$ cat src/include/blc_pkg.sv
// Constants and types for the boost and backlight configuration block
package blc_pkg;
    // Register addresses on the two-wire bus
    localparam logic [7:0] ADDR_CTRL      = 8'h26;
    localparam logic [7:0] ADDR_BOOST_CFG = 8'h27;
    localparam logic [7:0] ADDR_GROUP_CUR = 8'h28;
    localparam logic [7:0] ADDR_CH2_SET   = 8'h29;

    // Values after reset
    localparam logic [7:0] RST_CTRL      = 8'h00;
    localparam logic [7:0] RST_BOOST_CFG = 8'h00;
    localparam logic [7:0] RST_GROUP_CUR = 8'h00;
    localparam logic [7:0] RST_CH2_SET   = 8'h00;

    // Writable bits per register
    localparam logic [7:0] MASK_CTRL      = 8'h23;
    localparam logic [7:0] MASK_BOOST_CFG = 8'hED;
    localparam logic [7:0] MASK_GROUP_CUR = 8'h3F;
    localparam logic [7:0] MASK_CH2_SET   = 8'hBF;

    // Field positions
    localparam int BIT_BOOST_OUT_ON = 5;
    localparam int BIT_CH2_ON       = 1;
    localparam int BIT_GROUP_ON     = 0;
    localparam int BIT_BOOST_MODE   = 7;
    localparam int BIT_BIAS_TARGET  = 6;
    localparam int BIT_FADE_OVR     = 5;
    localparam int OVP_MSB          = 3;
    localparam int OVP_LSB          = 2;
    localparam int BIT_PEAK_LIMIT   = 0;
    localparam int CODE_MSB         = 5;
    localparam int BIT_CH2_GROUP    = 7;

    // Bus address of the device, value arbitrary
    localparam logic [6:0] DEV_ADDR_DEFAULT = 7'h2A;

    typedef enum logic [3:0] {
        ST_IDLE     = 4'h0,
        ST_ADDR     = 4'h1,
        ST_ADDR_ACK = 4'h2,
        ST_PTR      = 4'h3,
        ST_W_ACK    = 4'h4,
        ST_WDATA    = 4'h5,
        ST_RDATA    = 4'h6,
        ST_R_ACK    = 4'h7,
        ST_RLOAD    = 4'h8
    } blc_state_type;
endpackage : blc_pkg

$ cat src/verilog/blc_serial_slave.sv
// Two-wire serial slave with register pointer and auto increment
`timescale 1ns/1ns
module blc_serial_slave #(
    parameter logic [6:0] DEV_ADDR = blc_pkg::DEV_ADDR_DEFAULT
) (
    input  wire logic       clock_in,
    input  wire logic       rst_in,
    input  wire logic       scl_in,
    input  wire logic       sda_in,
    output logic            sda_drive_out,
    input  wire logic [7:0] rd_data_in,
    output logic [7:0]      rd_addr_out,
    output logic            wr_stb_out,
    output logic [7:0]      wr_addr_out,
    output logic [7:0]      wr_data_out
);
    blc_pkg::blc_state_type state_q, state_d;
    logic [2:0] cnt_q, cnt_d;
    logic [7:0] shift_q, shift_d;
    logic [7:0] ptr_q, ptr_d;
    logic       drive_q, drive_d;
    logic       rw_q, rw_d;
    logic       scl_prev_q, sda_prev_q;
    logic       stb_q, stb_d;
    logic [7:0] waddr_q, waddr_d;
    logic [7:0] wdata_q, wdata_d;
    logic       scl_rise, scl_fall, start_seen, stop_seen;
    logic [7:0] byte_in;

    assign scl_rise   = scl_in & ~scl_prev_q;
    assign scl_fall   = ~scl_in & scl_prev_q;
    assign start_seen = scl_in & scl_prev_q & sda_prev_q & ~sda_in;
    assign stop_seen  = scl_in & scl_prev_q & ~sda_prev_q & sda_in;
    assign byte_in    = {shift_q[6:0], sda_in};

    always_comb begin
        state_d = state_q;
        cnt_d   = cnt_q;
        shift_d = shift_q;
        ptr_d   = ptr_q;
        drive_d = drive_q;
        rw_d    = rw_q;
        stb_d   = 1'b0;
        waddr_d = waddr_q;
        wdata_d = wdata_q;
        if (start_seen) begin
            state_d = blc_pkg::ST_ADDR;
            cnt_d   = 3'h0;
            drive_d = 1'b0;
        end else if (stop_seen) begin
            state_d = blc_pkg::ST_IDLE;
            drive_d = 1'b0;
        end else begin
            unique case (state_q)
                blc_pkg::ST_IDLE: begin
                end
                blc_pkg::ST_ADDR, blc_pkg::ST_PTR, blc_pkg::ST_WDATA: begin
                    if (scl_rise) begin
                        shift_d = byte_in;
                        cnt_d   = cnt_q + 3'h1;
                        if (cnt_q == 3'h7) begin
                            if (state_q == blc_pkg::ST_PTR) begin
                                ptr_d   = byte_in;
                                state_d = blc_pkg::ST_W_ACK;
                            end else if (state_q == blc_pkg::ST_WDATA) begin
                                stb_d   = 1'b1;
                                waddr_d = ptr_q;
                                wdata_d = byte_in;
                                ptr_d   = ptr_q + 8'h01;
                                state_d = blc_pkg::ST_W_ACK;
                            end else if (byte_in[7:1] == DEV_ADDR) begin
                                rw_d    = byte_in[0];
                                state_d = blc_pkg::ST_ADDR_ACK;
                            end else begin
                                state_d = blc_pkg::ST_IDLE;
                            end
                        end
                    end
                end
                blc_pkg::ST_ADDR_ACK, blc_pkg::ST_W_ACK: begin
                    // First falling edge pulls low, second releases, or after a read address drives the first data bit
                    if (scl_fall) begin
                        drive_d = ~drive_q;
                        if (drive_q) begin
                            cnt_d = 3'h0;
                            if (state_q == blc_pkg::ST_W_ACK) begin
                                state_d = blc_pkg::ST_WDATA;
                            end else if (rw_q) begin
                                shift_d = rd_data_in;
                                drive_d = ~rd_data_in[7];
                                state_d = blc_pkg::ST_RDATA;
                            end else begin
                                state_d = blc_pkg::ST_PTR;
                            end
                        end
                    end
                end
                blc_pkg::ST_RDATA: begin
                    if (scl_fall) begin
                        cnt_d = cnt_q + 3'h1;
                        if (cnt_q == 3'h7) begin
                            drive_d = 1'b0;
                            state_d = blc_pkg::ST_R_ACK;
                        end else begin
                            shift_d = {shift_q[6:0], 1'b0};
                            drive_d = ~shift_q[6];
                        end
                    end
                end
                blc_pkg::ST_R_ACK: begin
                    if (scl_rise) begin
                        if (sda_in) begin
                            state_d = blc_pkg::ST_IDLE;
                        end else begin
                            ptr_d   = ptr_q + 8'h01;
                            state_d = blc_pkg::ST_RLOAD;
                        end
                    end
                end
                blc_pkg::ST_RLOAD: begin
                    if (scl_fall) begin
                        shift_d = rd_data_in;
                        drive_d = ~rd_data_in[7];
                        cnt_d   = 3'h0;
                        state_d = blc_pkg::ST_RDATA;
                    end
                end
                default: begin
                    state_d = blc_pkg::ST_IDLE;
                    drive_d = 1'b0;
                end
            endcase
        end
    end

    always_ff @(posedge clock_in) begin
        if (rst_in) begin
            state_q    <= blc_pkg::ST_IDLE;
            cnt_q      <= 3'h0;
            shift_q    <= 8'h00;
            ptr_q      <= 8'h00;
            drive_q    <= 1'b0;
            rw_q       <= 1'b0;
            scl_prev_q <= 1'b1;
            sda_prev_q <= 1'b1;
            stb_q      <= 1'b0;
            waddr_q    <= 8'h00;
            wdata_q    <= 8'h00;
        end else begin
            state_q    <= state_d;
            cnt_q      <= cnt_d;
            shift_q    <= shift_d;
            ptr_q      <= ptr_d;
            drive_q    <= drive_d;
            rw_q       <= rw_d;
            scl_prev_q <= scl_in;
            sda_prev_q <= sda_in;
            stb_q      <= stb_d;
            waddr_q    <= waddr_d;
            wdata_q    <= wdata_d;
        end
    end

    assign sda_drive_out = drive_q;
    assign rd_addr_out   = ptr_q;
    assign wr_stb_out    = stb_q;
    assign wr_addr_out   = waddr_q;
    assign wr_data_out   = wdata_q;
endmodule : blc_serial_slave

$ cat src/verilog/blc_config.sv
// Boost and LED backlight configuration registers behind the two-wire bus
`timescale 1ns/1ns
module blc_config (
    input  wire logic  clock_in,
    input  wire logic  rst_in,
    input  wire logic  scl_in,
    input  wire logic  sda_in,
    output logic       sda_out,
    output logic       sda_oe_out,
    output logic       boost_standalone_out,
    output logic       boost_output_on_out,
    output logic       boost_bias_target_out,
    output logic       fade_override_out,
    output logic [1:0] boost_overvoltage_level_out,
    output logic       boost_peak_limit_out,
    output logic       sink_channel_one_on_out,
    output logic [5:0] sink_channel_one_code_out,
    output logic       sink_channel_two_grouped_out,
    output logic       sink_channel_two_on_out,
    output logic [5:0] sink_channel_two_code_out
);
    // ****************************************
    // Register bus
    // ****************************************
    logic       wr_stb;
    logic [7:0] wr_addr;
    logic [7:0] wr_data;
    logic [7:0] rd_addr;
    logic [7:0] rd_data;
    logic       drive;

    blc_serial_slave blc_serial_slave_i (
        .clock_in      (clock_in),
        .rst_in        (rst_in),
        .scl_in        (scl_in),
        .sda_in        (sda_in),
        .sda_drive_out (drive),
        .rd_data_in    (rd_data),
        .rd_addr_out   (rd_addr),
        .wr_stb_out    (wr_stb),
        .wr_addr_out   (wr_addr),
        .wr_data_out   (wr_data)
    );

    // Open drain: only ever pulls low
    assign sda_out    = 1'b0;
    assign sda_oe_out = drive;

    // ****************************************
    // Register file
    // ****************************************
    logic [7:0] ctrl_q, ctrl_d;
    logic [7:0] cfg_q, cfg_d;
    logic [7:0] grp_q, grp_d;
    logic [7:0] ch2_q, ch2_d;

    always_comb begin
        ctrl_d = ctrl_q;
        cfg_d  = cfg_q;
        grp_d  = grp_q;
        ch2_d  = ch2_q;
        if (wr_stb) begin
            case (wr_addr)
                blc_pkg::ADDR_CTRL:      ctrl_d = wr_data & blc_pkg::MASK_CTRL;
                blc_pkg::ADDR_BOOST_CFG: cfg_d  = wr_data & blc_pkg::MASK_BOOST_CFG;
                blc_pkg::ADDR_GROUP_CUR: grp_d  = wr_data & blc_pkg::MASK_GROUP_CUR;
                blc_pkg::ADDR_CH2_SET:   ch2_d  = wr_data & blc_pkg::MASK_CH2_SET;
                default: begin
                end
            endcase
        end
    end

    always_ff @(posedge clock_in) begin
        if (rst_in) begin
            ctrl_q <= blc_pkg::RST_CTRL;
            cfg_q  <= blc_pkg::RST_BOOST_CFG;
            grp_q  <= blc_pkg::RST_GROUP_CUR;
            ch2_q  <= blc_pkg::RST_CH2_SET;
        end else begin
            ctrl_q <= ctrl_d;
            cfg_q  <= cfg_d;
            grp_q  <= grp_d;
            ch2_q  <= ch2_d;
        end
    end

    // Read back; unmapped addresses answer zero
    always_comb begin
        case (rd_addr)
            blc_pkg::ADDR_CTRL:      rd_data = ctrl_q;
            blc_pkg::ADDR_BOOST_CFG: rd_data = cfg_q;
            blc_pkg::ADDR_GROUP_CUR: rd_data = grp_q;
            blc_pkg::ADDR_CH2_SET:   rd_data = ch2_q;
            default:                 rd_data = 8'h00;
        endcase
    end

    // ****************************************
    // Effective settings
    // ****************************************
    logic       stand_q, stand_d;
    logic       bst_on_q, bst_on_d;
    logic       bias_q, bias_d;
    logic       fade_q, fade_d;
    logic [1:0] ovp_q, ovp_d;
    logic       peak_q, peak_d;
    logic       s1_on_q, s1_on_d;
    logic [5:0] s1_code_q, s1_code_d;
    logic       s2_grp_q, s2_grp_d;
    logic       s2_on_q, s2_on_d;
    logic [5:0] s2_code_q, s2_code_d;

    always_comb begin
        stand_d   = cfg_q[blc_pkg::BIT_BOOST_MODE];
        bst_on_d  = stand_d & ctrl_q[blc_pkg::BIT_BOOST_OUT_ON];
        bias_d    = ~stand_d & cfg_q[blc_pkg::BIT_BIAS_TARGET];
        fade_d    = cfg_q[blc_pkg::BIT_FADE_OVR];
        ovp_d     = cfg_q[blc_pkg::OVP_MSB:blc_pkg::OVP_LSB];
        peak_d    = cfg_q[blc_pkg::BIT_PEAK_LIMIT];
        s1_on_d   = ctrl_q[blc_pkg::BIT_GROUP_ON];
        s1_code_d = grp_q[blc_pkg::CODE_MSB:0];
        s2_grp_d  = ch2_q[blc_pkg::BIT_CH2_GROUP];
        if (s2_grp_d) begin
            s2_on_d   = ctrl_q[blc_pkg::BIT_GROUP_ON];
            s2_code_d = grp_q[blc_pkg::CODE_MSB:0];
        end else begin
            s2_on_d   = ctrl_q[blc_pkg::BIT_CH2_ON];
            s2_code_d = ch2_q[blc_pkg::CODE_MSB:0];
        end
    end

    always_ff @(posedge clock_in) begin
        if (rst_in) begin
            stand_q   <= 1'b0;
            bst_on_q  <= 1'b0;
            bias_q    <= 1'b0;
            fade_q    <= 1'b0;
            ovp_q     <= 2'h0;
            peak_q    <= 1'b0;
            s1_on_q   <= 1'b0;
            s1_code_q <= 6'h00;
            s2_grp_q  <= 1'b0;
            s2_on_q   <= 1'b0;
            s2_code_q <= 6'h00;
        end else begin
            stand_q   <= stand_d;
            bst_on_q  <= bst_on_d;
            bias_q    <= bias_d;
            fade_q    <= fade_d;
            ovp_q     <= ovp_d;
            peak_q    <= peak_d;
            s1_on_q   <= s1_on_d;
            s1_code_q <= s1_code_d;
            s2_grp_q  <= s2_grp_d;
            s2_on_q   <= s2_on_d;
            s2_code_q <= s2_code_d;
        end
    end

    assign boost_standalone_out         = stand_q;
    assign boost_output_on_out          = bst_on_q;
    assign boost_bias_target_out        = bias_q;
    assign fade_override_out            = fade_q;
    assign boost_overvoltage_level_out  = ovp_q;
    assign boost_peak_limit_out         = peak_q;
    assign sink_channel_one_on_out      = s1_on_q;
    assign sink_channel_one_code_out    = s1_code_q;
    assign sink_channel_two_grouped_out = s2_grp_q;
    assign sink_channel_two_on_out      = s2_on_q;
    assign sink_channel_two_code_out    = s2_code_q;
endmodule : blc_config

$ cat config.mk
export PLATFORM = sky130hd
export DESIGN_NAME = blc_config
export DESIGN_NICKNAME = d
export VERILOG_FILES = /design/src/include/blc_pkg.sv /design/src/verilog/blc_serial_slave.sv /design/src/verilog/blc_config.sv
export SDC_FILE = /design/constraint.sdc
export NUM_CORES = 1
export LEC_CHECK = 0
export ABC_CLOCK_PERIOD_IN_PS = 2200
export CORE_MARGIN = 2
export CORE_UTILIZATION = 35
export DETAILED_ROUTE_END_ITERATION = 16
export DONT_BUFFER_PORTS = 1
export REMOVE_ABC_BUFFERS = 1
export SETUP_SLACK_MARGIN = 0.15
export SLEW_MARGIN = 10
export SYNTH_ARGS = -nofsm -noshare
export SYNTH_HDL_FRONTEND = slang
export SYNTH_HIERARCHICAL = 1
export SYNTH_SLANG_ARGS = --single-unit
$ cat constraint.sdc
create_clock -name clock_in -period 2.2 [get_ports clock_in]
set_clock_uncertainty 0.05 [all_clocks]
set_input_delay 0.22 -clock clock_in [delete_from_list [all_inputs] [get_ports clock_in]]
set_output_delay 0.22 -clock clock_in [all_outputs]
set_load 0.1 [all_outputs]
==> run_summary.xml, run 1 <==
<?xml version="1.0" encoding="UTF-8"?>
<metrics>
  <group name="status">
    <metric name="outcome" unit="">finished, violations left</metric>
    <metric name="failed_checks" unit="">DRC</metric>
  </group>
  <group name="detailed_routing">
    <metric name="routed_wl" unit="um">10500</metric>
    <metric name="ant_nets" unit="">0</metric>
    <metric name="iteration_0_drc_count_of_the_detailed_router" unit="">219</metric>
    <metric name="wire_per_inst" unit="um">16.0</metric>
    <metric name="num_vias" unit="">3507</metric>
    <metric name="drt_first_pass_iters" unit="">11</metric>
    <metric name="post_drt_via_cell_ratio" unit="">5.32</metric>
    <metric name="drc_errors" unit="">4</metric>
  </group>
  <group name="finish">
    <metric name="synthToLayoutAreaGrowth" unit="%">19.8</metric>
    <metric name="post-route-cell-area" unit="um2">4980</metric>
    <metric name="n_fill_cell" unit="">1127</metric>
    <metric name="multi_input_area" unit="um2">2230</metric>
    <metric name="area.sequential" unit="um2">1750</metric>
    <metric name="drive_above_1_share" unit="%">19.0</metric>
    <metric name="final_net_count" unit="">519</metric>
    <metric name="num_antenna_cells" unit="">0</metric>
  </group>
  <group name="clock_tree">
    <metric name="worst_skew_pair.late_latency" unit="ns">0.34</metric>
    <metric name="clk_root_buffer_cell" unit="">sky130_fd_sc_hd__clkbuf_16</metric>
    <metric name="tritoncts_buffer_count" unit="">9</metric>
    <metric name="clock_tree.buffer_depth" unit="">2</metric>
    <metric name="worst_setup_hold_path_clk_slew" unit="ns">0.07</metric>
    <metric name="clock_tree_from_tritoncts" unit="">built</metric>
    <metric name="clock_sinks" unit="">87</metric>
    <metric name="cts_htree_levels" unit="">3</metric>
  </group>
  <group name="die">
    <metric name="die_width" unit="um">113</metric>
    <metric name="initial_cell_density_of_the_core" unit="%">36.1</metric>
    <metric name="die_y" unit="um">113</metric>
    <metric name="coreArea" unit="um2">11500</metric>
    <metric name="std_cell_rows" unit="">39</metric>
    <metric name="die_area" unit="um2">12800</metric>
    <metric name="ios" unit="">28</metric>
  </group>
  <group name="placed_design">
    <metric name="dp_worst_setup_slack" unit="ns">0.173</metric>
    <metric name="detailedPlacementHpwl" unit="um">7200</metric>
    <metric name="globalplace.congestion" unit="">0.871</metric>
    <metric name="placed_cell_area" unit="um2">4590</metric>
    <metric name="numPortBuffers" unit="">0</metric>
  </group>
  <group name="timing">
    <metric name="worst_slack" unit="ns">0.219</metric>
    <metric name="worst_pin_slew" unit="ns">0.547</metric>
    <metric name="final.period_utilization" unit="%">90.0</metric>
    <metric name="clock.fmax" unit="GHz">0.505</metric>
    <metric name="slew-limit-headroom" unit="%">63.5</metric>
    <metric name="final-setup-viol-count" unit="">0</metric>
    <metric name="grt_setup_unrepaired" unit="">yes</metric>
    <metric name="final-max-slew-violation-count" unit="">0</metric>
    <metric name="min_period" unit="ns">1.98</metric>
    <metric name="setup_tns" unit="ns">0</metric>
    <metric name="hold_violations" unit="">0</metric>
  </group>
  <group name="power_and_ir_drop">
    <metric name="cellPowerDensity" unit="nW/um2">651</metric>
    <metric name="sequentialPowerShare" unit="%">48.9</metric>
    <metric name="power.internal" unit="mW">2.51</metric>
    <metric name="totalPowerFinal" unit="mW">3.24</metric>
    <metric name="reported_leakage_power" unit="nW">1.95</metric>
    <metric name="pwr-share-comb" unit="%">3.3</metric>
    <metric name="power_share_of_the_clock_group" unit="%">47.8</metric>
    <metric name="irDropWorstVdd" unit="mV">0.303</metric>
    <metric name="netSwitchingPower" unit="mW">0.736</metric>
    <metric name="power_switching_share" unit="%">22.7</metric>
  </group>
  <group name="yosys">
    <metric name="dominant_synthesized_flop_cell" unit="">sky130_fd_sc_hd__dfxtp_1</metric>
    <metric name="synth-edff-count" unit="">0</metric>
    <metric name="yosys_register_bits" unit="">87</metric>
    <metric name="synth_common_cells" unit="">sky130_fd_sc_hd__dfxtp_1 (87), sky130_fd_sc_hd__a21oi_1 (43), sky130_fd_sc_hd__mux2i_1 (43)</metric>
    <metric name="leading_cell_type_by_number_of_instances_after_synthesis" unit="">sky130_fd_sc_hd__dfxtp_1</metric>
    <metric name="post-synth-top-area-fraction" unit="%">41.9</metric>
    <metric name="summed_instance_area_of_the_synthesized_netlist" unit="um2">4160</metric>
    <metric name="postSynth.asyncResetShare" unit="%">0</metric>
    <metric name="synth.top_cells.by_area" unit="">sky130_fd_sc_hd__dfxtp_1 (42%), sky130_fd_sc_hd__mux2i_1 (10%), sky130_fd_sc_hd__nand2b_1 (5.9%)</metric>
    <metric name="post_synth.cell_area_avg" unit="um2">8.72</metric>
    <metric name="ys.warnings.count" unit="">6</metric>
    <metric name="post_synth_num_cell_types" unit="">65</metric>
    <metric name="yosysSeqAreaShare" unit="%">41.9</metric>
    <metric name="netlist_instances" unit="">477</metric>
    <metric name="synth_top_area_cell" unit="">sky130_fd_sc_hd__dfxtp_1</metric>
  </group>
  <group name="critical_path">
    <metric name="critPathRequiredTime" unit="ns">2.42</metric>
    <metric name="critical_path_class" unit="">reg2reg</metric>
    <metric name="critical_path_arrival" unit="ns">2.21</metric>
    <metric name="path_cells" unit="">or3b_4 &gt; o22a_1 &gt; nor2_4 &gt; nand3b_1 &gt; a21oi_2 &gt; a221oi_1 &gt; or3_1 &gt; a21oi_1</metric>
    <metric name="end_kind" unit="">flop</metric>
    <metric name="slowest_stage_cell_cp" unit="">sky130_fd_sc_hd__or3b_4</metric>
    <metric name="critical_path.startpoint_type" unit="">flop</metric>
    <metric name="timing.critical_path.fanout_max" unit="">2</metric>
    <metric name="crit_path_max_incr_delay" unit="ns">0.40</metric>
  </group>
  <group name="flow_run">
    <metric name="max_cap_violations" unit="">0</metric>
  </group>
  <group name="global_route">
    <metric name="grt_antenna_before_repair" unit="">0</metric>
    <metric name="grt_first_pass_wirelength" unit="um">17100</metric>
    <metric name="largest_net_degree_at_the_start_of_global_routing" unit="">43</metric>
    <metric name="grt_pass1_vias" unit="">3483</metric>
    <metric name="grt_total_ovfl" unit="">0</metric>
    <metric name="global_route_total_usage_across_every_layer" unit="%">16.9</metric>
  </group>
  <group name="min_path">
    <metric name="holdCritPathClass" unit="">in2reg</metric>
  </group>
</metrics>
-- critical path, delay by kind of cell (launching register included) --
kind            cells  cell delay, ns
flops               1            0.32
simple gates        4            0.99
compound gates      4            0.54
-- sequential cells by signal (all words and copies together), names as in the netlist, 2 cells and up --
name,cells
blc_serial_slave_i/rd_addr_out,8
grp_q,6
blc_serial_slave_i/wr_addr_out,8
blc_serial_slave_i/wr_data_out,8
sink_channel_two_code_out,6
blc_serial_slave_i/state_q,4
sink_channel_one_code_out,6
ch2_q,7
boost_overvoltage_level_out,2
cfg_q,6
blc_serial_slave_i/shift_q,7
blc_serial_slave_i/cnt_q,3
ctrl_q,3
-- through the flow --
step / cells / hold slack, ns / util, %
floorplan: 442 / 0.239 / -
global placement: 639 / 0.248 / 39.8
detailed placement: 639 / 0.250 / 39.8
CTS: 658 / 0.00274 / 42.9
global route: 659 / 0.00991 / 43.3
finish: 659 / 0.0125 / 43.3
-- power by group through the flow --
stage	registers, mW	logic (mW)	clock network, mW
2_1_floorplan	1.62	0.0622	0
3_3_place_gp	1.62	0.0803	0
3_5_place_dp	1.62	0.0828	0
4_1_cts	1.59	0.104	1.57
5_1_grt	1.59	0.115	1.63
6_report	1.59	0.107	1.55
-- cell type report --
cell class                      count  area share (%)
Inverter                           19            1.43
Tap cell                          143            3.59
Clock inverter                      6            1.38
Timing Repair Buffer               59            9.29
Sequential cell                    87            35.1
Multi-Input combinational cell    336            44.7
Clock buffer                        9            4.52
-- timing repair --
action,CTS,global route
hold endpoints to repair,43,0
hold buffers,4,0
resized for setup,1,15
buffers inserted,0,1
setup endpoints to repair,1,17
pin swaps,0,7
-- metal layers --
layer	global-route usage, %	share of wire, %	vias up
met5	0	0	-
met4	6.75	2.0	0
met3	3.05	3.4	15
met2	29.3	49	70
met1	20.9	46	1680
li1	-	-	1742
-- path summary, 6_finish.rpt --
kind / start / endpoint / slack (ns) / depth (start not counted)
max: blc_serial_slave_i/rd_addr_out[1] / blc_serial_slave_i/shift_q[0] / 0.22 / 8
min: rst_in / sink_channel_two_grouped_out / 0.01 / 2
max reg2reg: blc_serial_slave_i/rd_addr_out[1] / blc_serial_slave_i/shift_q[0] / 0.22 / 8
min reg2reg: blc_serial_slave_i/cnt_q[1] / blc_serial_slave_i/cnt_q[1] / 0.41 / 2
-- layout by cell type (no fill, tap or decap), types with 5 or more instances in the layout --
| cell type | instances |
|---|---|
| sky130_fd_sc_hd__inv_1 | 19 |
| sky130_fd_sc_hd__clkbuf_16 | 9 |
| sky130_fd_sc_hd__buf_4 | 55 |
| sky130_fd_sc_hd__nand2b_1 | 38 |
| sky130_fd_sc_hd__and3_1 | 6 |
| sky130_fd_sc_hd__nor2b_1 | 5 |
| sky130_fd_sc_hd__o21ai_0 | 31 |
| sky130_fd_sc_hd__nand2_1 | 39 |
| sky130_fd_sc_hd__dfxtp_1 | 83 |
| sky130_fd_sc_hd__nand3_1 | 8 |
| sky130_fd_sc_hd__a21oi_1 | 42 |
| sky130_fd_sc_hd__nor2_1 | 23 |
| sky130_fd_sc_hd__or3_1 | 12 |
| sky130_fd_sc_hd__mux2i_1 | 43 |
-- cell families after synthesis --
logic type      after synthesis  synth area share, %
simple gates                175                 24.4
compound gates              111                 16.1
flops                        87                 41.9
buf+inv                      54                 5.57
mux                          43                 10.4
fa+ha+maj                     4                 1.14
xor+xnor                      2                0.421
other cells                   1               0.0902
Power figures use the tool's default switching activity.
==> run 2, diff against run 1 <==
--- a/config.mk
+++ b/config.mk
@@ -8,6 +8,7 @@
 export ABC_CLOCK_PERIOD_IN_PS = 2200
 export CORE_MARGIN = 2
 export CORE_UTILIZATION = 35
+export CTS_BUF_LIST = sky130_fd_sc_hd__clkbuf_8
 export DETAILED_ROUTE_END_ITERATION = 16
 export DONT_BUFFER_PORTS = 1
 export REMOVE_ABC_BUFFERS = 1
==> run_summary.xml, run 2 (same netlist as run 1, synthesis figures left out) <==
<?xml version="1.0" encoding="UTF-8"?>
<metrics>
  <group name="status">
    <metric name="outcome" unit="">finished, violations left</metric>
    <metric name="failed_checks" unit="">DRC</metric>
  </group>
  <group name="timing">
    <metric name="hold_violations" unit="">0</metric>
    <metric name="finalHoldWorstSlack" unit="ns">0.0165</metric>
    <metric name="grt_setup_unrepaired" unit="">yes</metric>
    <metric name="slew-limit-headroom" unit="%">62.1</metric>
    <metric name="clock.fmax" unit="GHz">0.500</metric>
    <metric name="final.period_utilization" unit="%">91.0</metric>
    <metric name="final-setup-viol-count" unit="">0</metric>
    <metric name="final-max-slew-violation-count" unit="">0</metric>
    <metric name="min_period" unit="ns">2.00</metric>
    <metric name="worst_pin_slew" unit="ns">0.568</metric>
  </group>
  <group name="power_and_ir_drop">
    <metric name="cellPowerDensity" unit="nW/um2">548</metric>
    <metric name="pwr-share-comb" unit="%">3.9</metric>
    <metric name="irDropWorstVdd" unit="mV">0.240</metric>
    <metric name="netSwitchingPower" unit="mW">0.674</metric>
    <metric name="power_share_of_the_clock_group" unit="%">40.0</metric>
    <metric name="sequentialPowerShare" unit="%">56.0</metric>
    <metric name="reported_leakage_power" unit="nW">1.99</metric>
    <metric name="power.internal" unit="mW">2.15</metric>
    <metric name="power_switching_share" unit="%">23.9</metric>
  </group>
  <group name="detailed_routing">
    <metric name="drc_errors" unit="">4</metric>
    <metric name="iteration_0_drc_count_of_the_detailed_router" unit="">195</metric>
    <metric name="met2_wirelength" unit="um">5360</metric>
    <metric name="wire_per_inst" unit="um">15.7</metric>
    <metric name="route.met3.wl" unit="um">442</metric>
    <metric name="routedLengthMet1" unit="um">4760</metric>
    <metric name="routed_wl" unit="um">10800</metric>
    <metric name="ant_nets" unit="">0</metric>
    <metric name="drt_first_pass_iters" unit="">10</metric>
    <metric name="top_routing_layer_in_use" unit="">met4</metric>
    <metric name="post_drt_via_cell_ratio" unit="">5.31</metric>
    <metric name="num_vias" unit="">3635</metric>
  </group>
  <group name="global_route">
    <metric name="grt_antenna_before_repair" unit="">0</metric>
    <metric name="largest_net_degree_at_the_start_of_global_routing" unit="">42</metric>
    <metric name="grt_pass1_vias" unit="">3548</metric>
    <metric name="grt_total_ovfl" unit="">0</metric>
    <metric name="global_route_total_usage_across_every_layer" unit="%">17.1</metric>
    <metric name="grt_first_pass_wirelength" unit="um">17500</metric>
  </group>
  <group name="clock_tree">
    <metric name="clock_sinks" unit="">87</metric>
    <metric name="clock_tree.buffer_depth" unit="">2</metric>
    <metric name="tritoncts_buffer_count" unit="">9</metric>
    <metric name="clk_root_buffer_cell" unit="">sky130_fd_sc_hd__clkbuf_8</metric>
    <metric name="cts_htree_levels" unit="">3</metric>
    <metric name="worst_skew_pair.late_latency" unit="ns">0.36</metric>
    <metric name="worst_setup_hold_path_clk_slew" unit="ns">0.10</metric>
    <metric name="clock_tree_from_tritoncts" unit="">built</metric>
  </group>
  <group name="finish">
    <metric name="area.sequential" unit="um2">1750</metric>
    <metric name="num_antenna_cells" unit="">0</metric>
    <metric name="stdcell_count" unit="">685</metric>
    <metric name="synthToLayoutAreaGrowth" unit="%">23.9</metric>
    <metric name="layout_commonest_cell" unit="">sky130_fd_sc_hd__dfxtp_1</metric>
    <metric name="final_util" unit="%">44.7</metric>
    <metric name="n_fill_cell" unit="">1106</metric>
    <metric name="final_net_count" unit="">545</metric>
    <metric name="final_cell_mix" unit="">sky130_fd_sc_hd__dfxtp_1 (83), sky130_fd_sc_hd__buf_4 (56), sky130_fd_sc_hd__mux2i_1 (43)</metric>
    <metric name="multi_input_area" unit="um2">2240</metric>
    <metric name="drive_above_1_share" unit="%">18.5</metric>
  </group>
  <group name="min_path">
    <metric name="holdCritPathClass" unit="">in2reg</metric>
  </group>
  <group name="critical_path">
    <metric name="critPathRequiredTime" unit="ns">2.44</metric>
    <metric name="slowest_stage_cell_cp" unit="">sky130_fd_sc_hd__or4b_4</metric>
    <metric name="crit_family" unit="">simple AND/OR/NAND/NOR gates</metric>
    <metric name="critical_path_class" unit="">reg2reg</metric>
    <metric name="timing.critical_path.buf_inv" unit="">0</metric>
    <metric name="end_kind" unit="">flop</metric>
    <metric name="critical_path.startpoint_type" unit="">flop</metric>
    <metric name="path_cells" unit="">or4b_4 &gt; nor2_2 &gt; nand3b_1 &gt; a21oi_2 &gt; a221oi_1 &gt; or3_1 &gt; a21oi_1</metric>
    <metric name="timing.critical_path.fanout_max" unit="">5</metric>
    <metric name="critical_path_arrival" unit="ns">2.25</metric>
    <metric name="crit_path_max_incr_delay" unit="ns">0.60</metric>
  </group>
  <group name="placed_design">
    <metric name="detailedPlacementHpwl" unit="um">7200</metric>
    <metric name="globalplace.congestion" unit="">0.871</metric>
    <metric name="numPortBuffers" unit="">0</metric>
    <metric name="placed_cells" unit="">639</metric>
  </group>
  <group name="die">
    <metric name="die_area" unit="um2">12800</metric>
    <metric name="std_cell_rows" unit="">39</metric>
    <metric name="initial_cell_density_of_the_core" unit="%">36.1</metric>
    <metric name="die_y" unit="um">113</metric>
    <metric name="ios" unit="">28</metric>
    <metric name="die_width" unit="um">113</metric>
    <metric name="coreArea" unit="um2">11500</metric>
  </group>
  <group name="flow_run">
    <metric name="max_cap_violations" unit="">0</metric>
  </group>
</metrics>
## run 2: cell types whose count changed in the layout (fill, tap and decap cells not counted), moves of 2 or more
| cell | change |
|---|---|
| sky130_fd_sc_hd__dlygate4sd3_1 | +25 |
| sky130_fd_sc_hd__clkbuf_16 | -9 |
| sky130_fd_sc_hd__clkbuf_8 | +9 |
| sky130_fd_sc_hd__dfxtp_2 | -2 |
| sky130_fd_sc_hd__dfxtp_4 | +2 |
## run 2: path summary, 6_finish.rpt
path | start | endpoint | slack (ns) | depth (start not counted)
min | rst_in | sink_channel_one_code_out[4] | 0.02 | 2
max | blc_serial_slave_i/rd_addr_out[7] | blc_serial_slave_i/shift_q[0] | 0.20 | 7
min reg2reg | blc_serial_slave_i/cnt_q[1] | blc_serial_slave_i/cnt_q[1] | 0.41 | 2
max reg2reg | blc_serial_slave_i/rd_addr_out[7] | blc_serial_slave_i/shift_q[0] | 0.20 | 7
## run 2: metal layers
layer / up-vias / GRT usage [%]
met3: 18 / 2.62
met2: 74 / 30.0
met5: - / 0
li1: 1790 / -
met1: 1753 / 21.5
met4: 0 / 5.85
## run 2: power by group through the flow
stage	Combinational, mW	Clock (mW)	Sequential [mW]
after floorplan	0.0622	0	1.62
after global placement	0.0803	0	1.62
after detailed placement	0.0828	0	1.62
after CTS	0.109	1.16	1.58
after global routing	0.121	1.22	1.58
final	0.112	1.13	1.58
## run 2: worst reg2reg max path: cells and delay by family, from the launching register on
kind	cells	cell delay, ns
DFF	1	0.36
AOI/OAI and AO/OA	3	0.33
and+or+nand+nor	4	1.19
## run 2: what timing repair did
| action | in CTS | in global routing |
|---|---|---|
| endpoints found under the hold margin | 59 | 0 |
| setup buffers | 0 | 2 |
| pin swaps | 0 | 8 |
| hold buffers | 29 | 0 |
| resized for setup | 1 | 18 |
| setup endpoints to repair | 1 | 20 |
## run 2: final cells by class
cell class,instances,area share [%]
multi-input cells,336,43.4
inverters,19,1.38
well taps,143,3.47
clock buffers,9,2.40
flip-flops and latches,87,34.0
repair buffers,85,14.0
clock inverters,6,1.34
## run 2: metrics by stage
stage          TNS [ns]  setup slack, ns  cell area [um2]  power [mW]
4_1_cts               0            0.150             5080        2.85
6_report              0            0.199             5150        2.83
3_3_place_gp          0            0.173             4590        1.70
2_1_floorplan     -5.07           -0.599             4000        1.68
5_1_grt               0           0.0777             5150        2.92
3_5_place_dp          0            0.173             4590        1.70
==> run 3, diff against run 2 <==
--- a/config.mk
+++ b/config.mk
@@ -11,7 +11,6 @@
 export CTS_BUF_LIST = sky130_fd_sc_hd__clkbuf_8
 export DETAILED_ROUTE_END_ITERATION = 16
 export DONT_BUFFER_PORTS = 1
-export REMOVE_ABC_BUFFERS = 1
 export SETUP_SLACK_MARGIN = 0.15
 export SLEW_MARGIN = 10
 export SYNTH_ARGS = -nofsm -noshare
==> run_summary.xml, run 3 (same netlist as run 1, synthesis figures left out) <==
<?xml version="1.0" encoding="UTF-8"?>
<metrics>
  <group name="status">
    <metric name="outcome" unit="">finished, violations left</metric>
    <metric name="failed_checks" unit="">DRC</metric>
  </group>
  <group name="global_route">
    <metric name="largest_net_degree_at_the_start_of_global_routing" unit="">42</metric>
    <metric name="use_met2" unit="%">28.2</metric>
    <metric name="globalRoute.busiestLayer" unit="">met2</metric>
    <metric name="grt_first_pass_wirelength" unit="um">17300</metric>
    <metric name="grt_antenna_before_repair" unit="">0</metric>
    <metric name="grt_total_ovfl" unit="">0</metric>
    <metric name="groute.layer.met1.usage" unit="%">22.2</metric>
    <metric name="grt_pass1_vias" unit="">3464</metric>
    <metric name="global_route_total_usage_across_every_layer" unit="%">17.1</metric>
    <metric name="grt_util_met3" unit="%">2.68</metric>
  </group>
  <group name="placed_design">
    <metric name="globalplace.congestion" unit="">0.860</metric>
    <metric name="dp_worst_setup_slack" unit="ns">0.0786</metric>
    <metric name="detailedPlacementHpwl" unit="um">6930</metric>
    <metric name="placed_cells" unit="">634</metric>
    <metric name="placed_cell_area" unit="um2">4570</metric>
    <metric name="numPortBuffers" unit="">0</metric>
  </group>
  <group name="power_and_ir_drop">
    <metric name="cellPowerDensity" unit="nW/um2">555</metric>
    <metric name="totalPowerFinal" unit="mW">2.86</metric>
    <metric name="reported_leakage_power" unit="nW">1.97</metric>
    <metric name="irDropWorstVdd" unit="mV">0.241</metric>
  </group>
  <group name="critical_path">
    <metric name="r2r-end" unit="">blc_serial_slave_i/shift_q[3]</metric>
    <metric name="ff2ff_path_depth" unit="">6</metric>
    <metric name="crit_family" unit="">simple AND/OR/NAND/NOR gates</metric>
    <metric name="critical_path_class" unit="">reg2reg</metric>
    <metric name="crit_path_max_incr_delay" unit="ns">0.60</metric>
    <metric name="timing.critical_path.fanout_max" unit="">5</metric>
    <metric name="end_kind" unit="">flop</metric>
    <metric name="setup.reg_to_reg.worst_slack" unit="ns">0.14</metric>
    <metric name="startpoint_of_the_worst_slack_reg_to_reg_timing_path" unit="">blc_serial_slave_i/rd_addr_out[7]</metric>
    <metric name="path_cells" unit="">or4b_4 &gt; nor3_4 &gt; a221o_1 &gt; mux2i_1 &gt; or3_1 &gt; a21oi_1</metric>
    <metric name="timing.critical_path.buf_inv" unit="">0</metric>
    <metric name="critical_path_arrival" unit="ns">2.32</metric>
    <metric name="slowest_stage_cell_cp" unit="">sky130_fd_sc_hd__or4b_4</metric>
    <metric name="critical_path.startpoint_type" unit="">flop</metric>
    <metric name="critPathLaunch" unit="">blc_serial_slave_i/rd_addr_out[7]</metric>
    <metric name="critPathRequiredTime" unit="ns">2.45</metric>
  </group>
  <group name="detailed_routing">
    <metric name="drc_errors" unit="">2</metric>
    <metric name="post_drt_via_cell_ratio" unit="">5.33</metric>
    <metric name="ant_nets" unit="">0</metric>
    <metric name="num_vias" unit="">3650</metric>
    <metric name="iteration_0_drc_count_of_the_detailed_router" unit="">328</metric>
    <metric name="wire_per_inst" unit="um">15.2</metric>
    <metric name="routed_wl" unit="um">10400</metric>
    <metric name="drt_first_pass_iters" unit="">10</metric>
  </group>
  <group name="clock_tree">
    <metric name="worst_setup_hold_path_clk_slew" unit="ns">0.09</metric>
    <metric name="clk_root_buffer_cell" unit="">sky130_fd_sc_hd__clkbuf_8</metric>
    <metric name="clock_sinks" unit="">87</metric>
    <metric name="worst_skew_pair.late_latency" unit="ns">0.37</metric>
    <metric name="clock_tree.buffer_depth" unit="">2</metric>
    <metric name="cts_htree_levels" unit="">3</metric>
    <metric name="clock_tree_from_tritoncts" unit="">built</metric>
    <metric name="tritoncts_buffer_count" unit="">9</metric>
  </group>
  <group name="timing">
    <metric name="finalHoldWorstSlack" unit="ns">0.0218</metric>
    <metric name="final-max-slew-violation-count" unit="">0</metric>
    <metric name="clock.fmax" unit="GHz">0.484</metric>
    <metric name="setup_tns" unit="ns">0</metric>
    <metric name="min_period" unit="ns">2.06</metric>
    <metric name="worst_pin_slew" unit="ns">0.545</metric>
    <metric name="final.period_utilization" unit="%">93.8</metric>
    <metric name="slew-limit-headroom" unit="%">63.6</metric>
    <metric name="grt_setup_unrepaired" unit="">yes</metric>
    <metric name="final-setup-viol-count" unit="">0</metric>
    <metric name="worst_slack" unit="ns">0.135</metric>
    <metric name="hold_violations" unit="">0</metric>
  </group>
  <group name="finish">
    <metric name="post-route-cell-area" unit="um2">5160</metric>
    <metric name="final_net_count" unit="">544</metric>
    <metric name="drive_above_1_share" unit="%">17.0</metric>
    <metric name="layout_commonest_cell" unit="">sky130_fd_sc_hd__dfxtp_1</metric>
    <metric name="final_cell_mix" unit="">sky130_fd_sc_hd__dfxtp_1 (80), sky130_fd_sc_hd__buf_4 (49), sky130_fd_sc_hd__a21oi_1 (43), sky130_fd_sc_hd__mux2i_1 (43), sky130_fd_sc_hd__nand2_1 (39)</metric>
    <metric name="final_util" unit="%">44.8</metric>
    <metric name="num_antenna_cells" unit="">0</metric>
    <metric name="stdcell_count" unit="">685</metric>
    <metric name="synthToLayoutAreaGrowth" unit="%">24.0</metric>
  </group>
  <group name="die">
    <metric name="die_y" unit="um">113</metric>
    <metric name="ios" unit="">28</metric>
    <metric name="initial_cell_density_of_the_core" unit="%">36.1</metric>
    <metric name="std_cell_rows" unit="">39</metric>
    <metric name="coreArea" unit="um2">11500</metric>
    <metric name="die_area" unit="um2">12800</metric>
    <metric name="die_width" unit="um">113</metric>
  </group>
  <group name="min_path">
    <metric name="hold-path-cell-count" unit="">2</metric>
    <metric name="holdCritPathClass" unit="">in2reg</metric>
    <metric name="timing.hold.worst_endpoint" unit="">cfg_q[0]</metric>
    <metric name="hold_path_startpoint" unit="">rst_in</metric>
  </group>
  <group name="flow_run">
    <metric name="max_cap_violations" unit="">0</metric>
  </group>
  <group name="yosys">
    <metric name="mappedNetlistNets" unit="">484</metric>
  </group>
</metrics>
==> run 3: changes by cell type in the layout (fill, tap and decap cells not counted), moves of 2 or more <==
cell,change
sky130_fd_sc_hd__buf_4,-7
sky130_fd_sc_hd__dlygate4sd3_1,+5
sky130_fd_sc_hd__dfxtp_2,+4
sky130_fd_sc_hd__dfxtp_1,-3
sky130_fd_sc_hd__a21oi_1,+2
sky130_fd_sc_hd__a21oi_2,-2
==> run 3: final cells by class <==
type | instances | area (um2)
clock buffer | 10 | 138
clock inverter | 6 | 67.6
fill | 1094 | 6360
inverter | 19 | 71.3
multi-input combinational | 336 | 2210
sequential | 87 | 1750
tap | 143 | 179
timing repair buffer | 84 | 738
==> run 3: metal layers <==
layer	routed length, um	part of all wire, %
met1	4820	46
met2	4950	47
met3	413	4.0
met4	253	2.4
met5	0	0
==> run 3: timing repair <==
action,CTS,global route
hold buffers,34,0
buffers inserted,1,0
resized for setup,4,9
endpoints found under the hold margin,63,0
setup endpoints to repair,7,19
pin swaps,5,3
==> run 3: report_power, final <==
group / leakage [nW] / switching, mW / total [mW] / internal, mW
logic: 1.16 / 0.0604 / 0.106 / 0.0458
clock network: 0.105 / 0.608 / 1.17 / 0.564
registers: 0.705 / 0.00725 / 1.58 / 1.58
==> run 3: how the worst max path moves through the flow <==
stage | cells after the start | end | slack, ns
final | 6 | blc_serial_slave_i/shift_q[3] | 0.14
after global routing | 6 | blc_serial_slave_i/shift_q[3] | 0.07
after CTS | 6 | blc_serial_slave_i/shift_q[3] | 0.14
after detailed placement | 6 | blc_serial_slave_i/shift_q[3] | 0.08
after global placement | 6 | blc_serial_slave_i/shift_q[3] | 0.13
after floorplan | 8 | blc_serial_slave_i/shift_q[0] | 0.23
